$ cat src/vac_cfg.svh
// Constants for the virtual address check block
`ifndef VAC_CFG_SVH
`define VAC_CFG_SVH
`define VAC_VA_BITS 64
`define VAC_FRAME_BITS 32
`define VAC_FRAME_LO 32
`define VAC_PA_MAX 48
`define VAC_PAGE_KB_DEF 8
`define VAC_MIN_VA 43
`define VAC_OFS_8K 13
`define VAC_OFS_16K 14
`define VAC_OFS_32K 15
`define VAC_OFS_64K 16
`define VAC_ENTRY_SHIFT 3
`define VAC_WE_LO 12
`define VAC_RE_LO 8
`define VAC_EXEC_FAULT_BIT 3
`endif

$ cat src/vac_pkg.sv
// Types for the virtual address check block
package vac_pkg;
  // Privilege levels, most to least privileged
  typedef enum logic [1:0] {
    VAC_KERNEL = 2'b00,
    VAC_EXEC = 2'b01,
    VAC_SUPER = 2'b10,
    VAC_USER = 2'b11
  } vac_mode_t;
  // Kind of access
  typedef enum logic [1:0] {
    VAC_LOAD = 2'b00,
    VAC_STORE = 2'b01,
    VAC_FETCH = 2'b10
  } vac_kind_t;
  // Request from fetch or load/store logic
  typedef struct packed {
    logic [63:0] vaddr;
    vac_mode_t mode;
    vac_kind_t kind;
    logic [63:0] page_table_entry;
  } vac_req_t;
  // Fault report
  typedef struct packed {
    logic acc_viol;
    logic exec_fault;
    logic [63:0] vaddr;
    vac_kind_t kind;
  } vac_fault_t;
endpackage

$ cat src/vac_check.sv
// Virtual address range check, field split and page protection check
`timescale 1ns/1ps
`include "vac_cfg.svh"
// Notes on behaviour
// - Four privilege levels: kernel, executive, supervisor, user
// - Per-page, per-level none, read or read/write
// - Page may be limited to data access only, not to fetch only
// - Every access presents a 64-bit virtual address
// - Implemented width 43, 47, 51 or 55
// - Upper bits must equal top implemented bit
// - Out-of-range address raises access violation
// - Page size 8 to 64 Kbytes
// - Three equal level fields above offset
// - Widths per page size table
// - Page frame number always 32 bits
// - Physical address at most 48 bits
// - Two top physical bits give space type
// - Checking always on, no disable
// - Store needs level write enable, bits 15:12
// - Load or fetch needs level read enable
// - Fetch with execute fault flag faults
module vac_check #(
  parameter int PAGE_KB = `VAC_PAGE_KB_DEF
) (
  input wire logic clk_i,
  input wire logic rst_n_i,
  input wire logic req_valid_i,
  input wire vac_pkg::vac_req_t req_i,
  output logic grant_o,
  output logic fault_valid_o,
  output vac_pkg::vac_fault_t fault_o,
  output logic [`VAC_PA_MAX-1:0] phys_addr_o,
  output logic [1:0] space_type_o,
  output logic [12:0] level1_o,
  output logic [12:0] level2_o,
  output logic [12:0] level3_o
);
  // ----------------------------------------
  // Derived widths
  // ----------------------------------------
  // Offset from page size
  localparam int OFS_W = (PAGE_KB == 64) ? `VAC_OFS_64K : (PAGE_KB == 32) ? `VAC_OFS_32K :
                         (PAGE_KB == 16) ? `VAC_OFS_16K : `VAC_OFS_8K;
  localparam int LVL_W = OFS_W - `VAC_ENTRY_SHIFT;
  localparam int implemented_va_width = OFS_W + 3 * LVL_W;
  localparam int PA_W = OFS_W + `VAC_FRAME_BITS;

  logic grant_ff;
  logic fault_valid_ff;
  vac_pkg::vac_fault_t fault_ff;
  logic [`VAC_PA_MAX-1:0] pa_ff;
  logic [1:0] space_ff;
  logic [12:0] lvl_ff [3];

  // ----------------------------------------
  // Combinational checks
  // ----------------------------------------
  logic [63:0] va;
  logic range_ok;
  logic rd_ok;
  logic wr_ok;
  logic exec_flt;
  logic acc_bad;
  logic [`VAC_FRAME_BITS-1:0] page_frame_number;
  logic [`VAC_PA_MAX-1:0] nxt_pa;
  assign va = req_i.vaddr;
  // Upper bits all equal the top implemented bit
  assign range_ok = (va[63:implemented_va_width-1] == '0) ||
                    (va[63:implemented_va_width-1] == '1);
  // Level enables indexed by mode, kernel lowest
  assign rd_ok = req_i.page_table_entry[`VAC_RE_LO + req_i.mode];
  assign wr_ok = req_i.page_table_entry[`VAC_WE_LO + req_i.mode];
  // Data-only limit via execute fault flag: a fetch from a flagged page faults
  assign exec_flt = (req_i.kind == vac_pkg::VAC_FETCH) &&
                    req_i.page_table_entry[`VAC_EXEC_FAULT_BIT];
  // Stores need the read enable too: write without read is left undefined
  assign acc_bad = !range_ok || !rd_ok ||
                   ((req_i.kind == vac_pkg::VAC_STORE) && !wr_ok);
  assign page_frame_number = req_i.page_table_entry[63:`VAC_FRAME_LO];
  // Frame number joined with page offset, zero above
  always_comb begin
    nxt_pa = '0;
    nxt_pa[PA_W-1:0] = {page_frame_number, va[OFS_W-1:0]};
  end

  // ----------------------------------------
  // Result registers; flags load every cycle, the rest on valid requests
  // ----------------------------------------
  // Grant and fault flags
  always_ff @(posedge clk_i or negedge rst_n_i) begin
    if (!rst_n_i) begin
      grant_ff <= 1'b0;
      fault_valid_ff <= 1'b0;
    end else begin
      grant_ff <= req_valid_i && !acc_bad && !exec_flt;
      fault_valid_ff <= req_valid_i && (acc_bad || exec_flt);
    end
  end

  // Fault details beside the flag
  always_ff @(posedge clk_i or negedge rst_n_i) begin
    if (!rst_n_i) begin
      fault_ff <= '0;
    end else if (req_valid_i) begin
      fault_ff.acc_viol <= acc_bad;
      fault_ff.exec_fault <= exec_flt && !acc_bad;
      fault_ff.vaddr <= va;
      fault_ff.kind <= req_i.kind;
    end
  end

  // Physical address, space type and level fields
  always_ff @(posedge clk_i or negedge rst_n_i) begin
    if (!rst_n_i) begin
      pa_ff <= '0;
      space_ff <= 2'h0;
    end else if (req_valid_i) begin
      pa_ff <= nxt_pa;
      space_ff <= nxt_pa[PA_W-1 -: 2];
    end
  end

  for (genvar g = 0; g < 3; g++) begin : g_lvl
    always_ff @(posedge clk_i or negedge rst_n_i) begin
      if (!rst_n_i) begin
        lvl_ff[g] <= 13'h0;
      end else if (req_valid_i) begin
        lvl_ff[g] <= 13'(va[OFS_W + (2 - g) * LVL_W +: LVL_W]);
      end
    end
  end

  assign grant_o = grant_ff;
  assign fault_valid_o = fault_valid_ff;
  assign fault_o = fault_ff;
  assign phys_addr_o = pa_ff;
  assign space_type_o = space_ff;
  assign level1_o = lvl_ff[0];
  assign level2_o = lvl_ff[1];
  assign level3_o = lvl_ff[2];

  // ----------------------------------------
  // Checks
  // ----------------------------------------
  chk_range_viol: assert property (@(posedge clk_i) disable iff (!rst_n_i)
    req_valid_i && !range_ok |=> fault_valid_o && fault_o.acc_viol)
    else $error("out of range address not flagged");
  chk_store_wr: assert property (@(posedge clk_i) disable iff (!rst_n_i)
    req_valid_i && req_i.kind == vac_pkg::VAC_STORE && !wr_ok |=> fault_o.acc_viol)
    else $error("store without write enable passed");
  chk_read_rd: assert property (@(posedge clk_i) disable iff (!rst_n_i)
    req_valid_i && !rd_ok |=> !grant_o && fault_valid_o)
    else $error("read without read enable passed");
  chk_exec_flt: assert property (@(posedge clk_i) disable iff (!rst_n_i)
    req_valid_i && range_ok && rd_ok && exec_flt |=> fault_o.exec_fault)
    else $error("execute fault missing");
  chk_fault_addr: assert property (@(posedge clk_i) disable iff (!rst_n_i)
    fault_valid_o |-> fault_o.vaddr == $past(req_i.vaddr) && fault_o.kind == $past(req_i.kind))
    else $error("fault address mismatch");
  chk_grant_excl: assert property (@(posedge clk_i) disable iff (!rst_n_i)
    !(grant_o && fault_valid_o))
    else $error("grant and fault together");
  chk_pa_frame: assert property (@(posedge clk_i) disable iff (!rst_n_i)
    grant_o |-> phys_addr_o[PA_W-1:OFS_W] == $past(req_i.page_table_entry[63:32]))
    else $error("frame number not in physical address");
  chk_space_type: assert property (@(posedge clk_i) disable iff (!rst_n_i)
    grant_o |-> space_type_o == $past(req_i.page_table_entry[63:62]))
    else $error("space type bits wrong");

  // ----------------------------------------
  // Reference checks on the request fields
  // ----------------------------------------
  // Address rebuilt from its top implemented bit; kept apart from the range
  // compare so that a wrong bound there cannot hide in the checks too
  logic [63:0] ref_sext;
  always_comb begin
    ref_sext = va;
    for (int b = implemented_va_width; b < 64; b++) begin
      ref_sext[b] = va[implemented_va_width-1];
    end
  end

  // Each request answered once, on the next edge only
  chk_answer_once: assert property (@(posedge clk_i) disable iff (!rst_n_i)
    req_valid_i |=> grant_o != fault_valid_o)
    else $error("request not answered exactly once");
  chk_idle_quiet: assert property (@(posedge clk_i) disable iff (!rst_n_i)
    !req_valid_i |=> !grant_o && !fault_valid_o)
    else $error("answer without request");

  // Range decision against the rebuilt address
  chk_sext_bad: assert property (@(posedge clk_i) disable iff (!rst_n_i)
    req_valid_i && ref_sext != va |=> fault_valid_o && fault_o.acc_viol)
    else $error("address with mixed upper bits accepted");
  chk_sext_good: assert property (@(posedge clk_i) disable iff (!rst_n_i)
    req_valid_i && ref_sext == va && rd_ok && req_i.kind == vac_pkg::VAC_LOAD |=> grant_o)
    else $error("readable in-range load refused");

  // Protection by level and kind
  chk_store_ok: assert property (@(posedge clk_i) disable iff (!rst_n_i)
    req_valid_i && ref_sext == va && rd_ok && wr_ok && req_i.kind == vac_pkg::VAC_STORE
    |=> grant_o)
    else $error("writable in-range store refused");
  chk_fetch_rd: assert property (@(posedge clk_i) disable iff (!rst_n_i)
    req_valid_i && req_i.kind == vac_pkg::VAC_FETCH && !rd_ok
    |=> fault_o.acc_viol && !fault_o.exec_fault)
    else $error("fetch without read enable not flagged");
  chk_exec_block: assert property (@(posedge clk_i) disable iff (!rst_n_i)
    req_valid_i && req_i.kind == vac_pkg::VAC_FETCH &&
    req_i.page_table_entry[`VAC_EXEC_FAULT_BIT] |=> fault_valid_o && !grant_o)
    else $error("fetch from execute-fault page granted");

  // Field split and byte offset carried straight through
  chk_level_split: assert property (@(posedge clk_i) disable iff (!rst_n_i)
    req_valid_i |=> {level1_o[LVL_W-1:0], level2_o[LVL_W-1:0], level3_o[LVL_W-1:0]}
    == $past(va[implemented_va_width-1:OFS_W])
    && (level1_o >> LVL_W) == 13'h0 && ((level2_o | level3_o) >> LVL_W) == 13'h0)
    else $error("level fields do not tile the address");
  chk_pa_offset: assert property (@(posedge clk_i) disable iff (!rst_n_i)
    req_valid_i |=> phys_addr_o[OFS_W-1:0] == $past(va[OFS_W-1:0])
    && (phys_addr_o >> PA_W) == '0)
    else $error("offset or unused physical bits wrong");
endmodule

$ cat config.mk
export PLATFORM = sky130hd
export DESIGN_NAME = vac_check
export DESIGN_NICKNAME = d
export VERILOG_FILES = /design/src/vac_pkg.sv /design/src/vac_check.sv
export VERILOG_INCLUDE_DIRS = /design/src
export SDC_FILE = /design/constraint.sdc
export NUM_CORES = 1
export LEC_CHECK = 0
export BUFFER_PORTS_ARGS = -buffer_cell sky130_fd_sc_hd__clkbuf_2
export CAP_MARGIN = 20
export CORE_AREA = 4 4 113 115
export DETAILED_ROUTE_END_ITERATION = 12
export DIE_AREA = 0 0 117 119
export HOLD_SLACK_MARGIN = 0.02
export PLACE_DENSITY = 0.85
export SLEW_MARGIN = 25
export SYNTH_ARGS = -nofsm -noshare
export SYNTH_HDL_FRONTEND = slang
export SYNTH_SLANG_ARGS = --single-unit
$ cat constraint.sdc
create_clock -name clk_i -period 1.3 [get_ports clk_i]
set_input_delay 0.26 -clock clk_i [delete_from_list [all_inputs] [get_ports clk_i]]
set_output_delay 0.26 -clock clk_i [all_outputs]
set_load 0.02 [all_outputs]
* After elaboration in Yosys (flattened, before gate mapping) *
Index checks and enable logic that the tools add are counted.

cells by class
  add/sub/neg operators = 2
  magnitude comparators = 2
  eq/ne operators = 3
  mux-type cells = 4
  reductions and logical operators = 16

operators with widths
  cell                                                                          number
  22-bit equality test, second input constant                                   1
  22-bit zero test                                                              1
  5-bit by 7-bit less-than comparator with 1-bit output, second input constant  2
  1-bit binary-select mux with 6-bit select                                     2
  4-bit by 2-bit adder with 5-bit output, first input constant                  2
  1-bit logical AND                                                             6
  1-bit zero test                                                               5
  1-bit logical OR                                                              4
  2-bit by 1-bit equality test with 1-bit output, second input constant         1
  2-bit equality test, second input constant                                    1
  1-bit two-way mux                                                             2

word-level totals
  bits in registers = 147
  output and inout bits = 159
  word-level logic and storage cells = 38

* Logic depth before layout (Yosys ltp) *
  depth in word-level cells = 9
  mapped depth = 5

* Worst setup path before layout *
OpenSTA, ideal clock, no wires.

  kind = input to register
  from = input req_i[118] in the netlist's numbering
  to = register grant_ff (netlist: grant_o)
  setup time = 0.068 ns
  arrival time = 1.341 ns
  slack = -0.109 ns
  cell stages on the path = 3
  cell sequence = or4_4 -> o41ai_4 -> and4_1

between the ends
  cells in the longest elaborated chain, start to end = 8
  elaborated cells between the ends (all ways) = 9
  those cells by class = eq/ne: 1; reduce/logical: 8

RTL lines
  element                                                   RTL line                          RTL
  from (decl)                                               vac_check.sv:28                   input wire vac_pkg::vac_req_t req_i,
  22-bit equality test or 22-bit zero test (tied branches)  vac_check.sv:69, vac_check.sv:68
  1-bit logical OR (*)                                      vac_check.sv:68                   assign range_ok = (va[63:implemented_va_width-1] == '0) ||
  1-bit zero test (*)                                       vac_check.sv:77                   assign acc_bad = !range_ok || !rd_ok ||
  1-bit logical OR (*) (2 in a row)                         vac_check.sv:77
  1-bit zero test (*)                                       vac_check.sv:95                   grant_ff <= req_valid_i && !acc_bad && !exec_flt;
  1-bit logical AND (*) (2 in a row)                        vac_check.sv:95
  to (signal assigned)                                      vac_check.sv:95
  to (decl)                                                 vac_check.sv:48                   logic grant_ff;

Every way passes the cells marked *; elsewhere a longest branch is shown, timed or not.
A chain may end at the register's enable or synchronous reset.

* Worst setup path in the final report *
Ends and elaborated chain as after synthesis.

==> results.md <==
- Post-Syn Instances: 298
- Final TNS setup: 0 ns
- Fin crit share: 99.4%
- Placed wire-length estimate: 8.21 mm
- Nature of the critical path endpoint: flip-flop
- RSZ-0062 raised after global routing: true
- Netlist cell types: 23
- Syn avg cell area: 14.7 um^2
- Tot GR Track Use: 14.6%
- DR vias: 3090
- First-pass GRT wire length: 16.1 mm
- Metal3 WL: 699 um
- Initial antenna violation count: 0
- CTS Buf Count: 9
- Pin count of the biggest net entering global routing: 101
- # rows: 40
- Met2 WL post-DR: 5.54 mm
- Cell total after placement: 656
- Drt drc: 0
- Initial core utilization: 37.0%
- Routed WL: 10.2 mm
- Vias in the first global route: 3264
- Power per cell area: 1360 nW/um^2
- Area Overhead vs Synth: 33.1%
- N_diodes: 0
- Non-Filler Instances: 673
- Hold EP: fault_o[38]$_DFFE_PN0P_
- Synthesized area: 4370 um^2
- I/O Buffers: 258
- CTS sink cnt: 102
- Min Tclk post-route: 1.29 ns
- Max Slew Vio Count: 0
- Hold violation total from the final report: 0
- Placed cell area: 5530 um^2
- Hold Path Depth: 2
- Relative slew margins: 64.9%
- Sequential area share after synthesis: 58.4%
- CTS tree: built
- Post-CTS Setup Bufs: 0
- Post-route setup slack: 0.00783 ns
- NumNets Final: 656
- Final core occ: 49.3%
- Leak: 2.97 nW
- Min Hold Slack: 0.153 ns
- Post-DRT Antenna Nets: 0
- Max Buffers Root-to-Sink: 2
- Vias/cell: 4.59
- Max-Cap Viols: 0
- HP Start: req_i[104]
- DRT Pass-1 Iters: 4
- Clock Tree Root: clkbuf_16
- I/O Pins: 294
- Die area: 13900 um^2
- Max FO, Critical Path: 4
- Critical Path AT: 1.56 ns
- Reg clk slew, reported paths: 0.07 ns
- Fin Clk Skew: 0 ns
- Worst reg2reg path depth: 1
- Routed WL per cell: 15.2 um
- Ratio of cells with drive above 1 in the final layout: 73.4%
- GPL Wtd Cong: 0.766
- GR Overflow Total: 0
- Hold Path Class: input port to flip-flop
- #FFs+latches synth: 102
- Startpoint Class: input port
- M1 WL: 3.78 mm
- Fin area: 5820 um^2
- Die height: 119 um
- Data required, critical path: 1.57 ns
- VDD IR-drop max: 0.000656 V
- Setup violations, final: 0
- RR Startpoint: fault_o[40]$_DFFE_PN0P_
- Initial DRC Count: 83
- Die span in x: 117 um
- Dpl ws: -0.366 ns
- Skew-Pair Late Insertion Delay: 0.33 ns
- Worst slew pin tran: 0.526 ns
- RR Endpoint: fault_o[40]$_DFFE_PN0P_
- H-tree depth reported by CTS: 3
- Yosys warning count: 0
- R2R setup slack: 0.51 ns
- Final Power: 7.91 mW
- CP Class: input port to flip-flop
- Status: finished, final reports clean
- Max Clock Freq: 0.774 GHz
- Total core area: 11800 um^2
- Highest Signal Layer: met4
## timing repair
action / CTS / global route
resized for setup: 1 / 1
hold buffers: 1 / 0
endpoints found under the setup margin: 1 / 3
hold endpoints to repair: 20 / 0
## worst max path at each step
stage                     from                end
finish              req_i[118]  grant_o$_DFF_PN0_
global route        req_i[112]  grant_o$_DFF_PN0_
CTS                 req_i[118]  grant_o$_DFF_PN0_
detailed placement  req_i[112]  grant_o$_DFF_PN0_
global placement    req_i[128]  grant_o$_DFF_PN0_
floorplan           req_i[118]  grant_o$_DFF_PN0_
## cell type report
| type | count | area (um^2) |
|---|---|---|
| tap | 147 | 184 |
| inverter | 1 | 3.75 |
| sequential | 102 | 2550 |
| clock inverter | 6 | 37.5 |
| clock buffer | 10 | 229 |
| multi-input combinational | 138 | 1400 |
| timing repair buffer | 269 | 1420 |
| fill | 1043 | 5990 |
## per-layer routing
layer | track usage, % | vias to the layer above
li1 | - | 1429
met2 | 26.7 | 145
met4 | 5.59 | 0
met5 | 0 | -
met1 | 16.2 | 1497
met3 | 3.35 | 19
## report_power, final
part,leakage [nW],total [mW],switching [mW],internal [mW]
registers,1.19,3.68,0.195,3.48
logic,1.64,1.81,1.08,0.727
clock network,0.136,2.43,1.13,1.30
## Yosys cell counts
cell	instances	area share [%]
a31oi_1	2	0.29
a32o_1	1	0.23
and3_1	1	0.14
and4_1	1	0.20
and4_2	1	0.23
buf_2	7	0.80
buf_4	57	9.8
clkbuf_1	4	0.34
conb_1	1	0.086
dfrtp_1	102	58
inv_1	1	0.086
mux2_2	98	25
mux2i_1	2	0.46
mux4_2	1	0.51
nand2_1	1	0.086
nand3b_1	1	0.17
nand4_1	6	0.86
nand4b_1	1	0.20
nor2_1	2	0.17
nor3b_1	1	0.17
nor4_1	5	0.72
o41ai_4	1	0.63
or4_4	1	0.26
## worst max-delay path: stages
cell	delay (ns)
clkbuf_2	0.10
or4_4	0.55
o41ai_4	0.41
and4_1	0.24
## state kept, by name (all words and copies together) (netlist names)
name           cells
fault_o           68
grant_o            1
fault_valid_o      1
phys_addr_o       30
space_type_o       2
## layout by cell type (no fill, tap or decap)
| master | count |
|---|---|
| a31oi_1 | 2 |
| a32o_1 | 1 |
| and3_1 | 1 |
| and4_1 | 1 |
| and4_2 | 1 |
| buf_12 | 3 |
| buf_4 | 9 |
| clkbuf_1 | 1 |
| clkbuf_16 | 9 |
| clkbuf_2 | 256 |
| clkinv_2 | 4 |
| clkinv_4 | 1 |
| conb_1 | 12 |
| dfrtp_1 | 102 |
| dlygate4sd3_1 | 1 |
| inv_1 | 1 |
| inv_6 | 1 |
| mux2_2 | 98 |
| mux2i_1 | 2 |
| mux4_2 | 1 |
| nand2_1 | 1 |
| nand3b_1 | 1 |
| nand4_1 | 6 |
| nand4b_1 | 1 |
| nor2_1 | 2 |
| nor3b_1 | 1 |
| nor4_1 | 4 |
| nor4_4 | 1 |
| o41ai_4 | 1 |
| or4_4 | 1 |
## kinds of logic after synthesis
| family | after synthesis | share of synthesized area [%] |
|---|---|---|
| AO/OA/AOI/OAI | 4 | 1.14 |
| buffers and inverters | 69 | 11.0 |
| flip-flops | 102 | 58.4 |
| multiplexers | 101 | 26.2 |
| other | 1 | 0.0857 |
| AND/OR/NAND/NOR | 21 | 3.20 |
(Power assumes the default switching activity.)
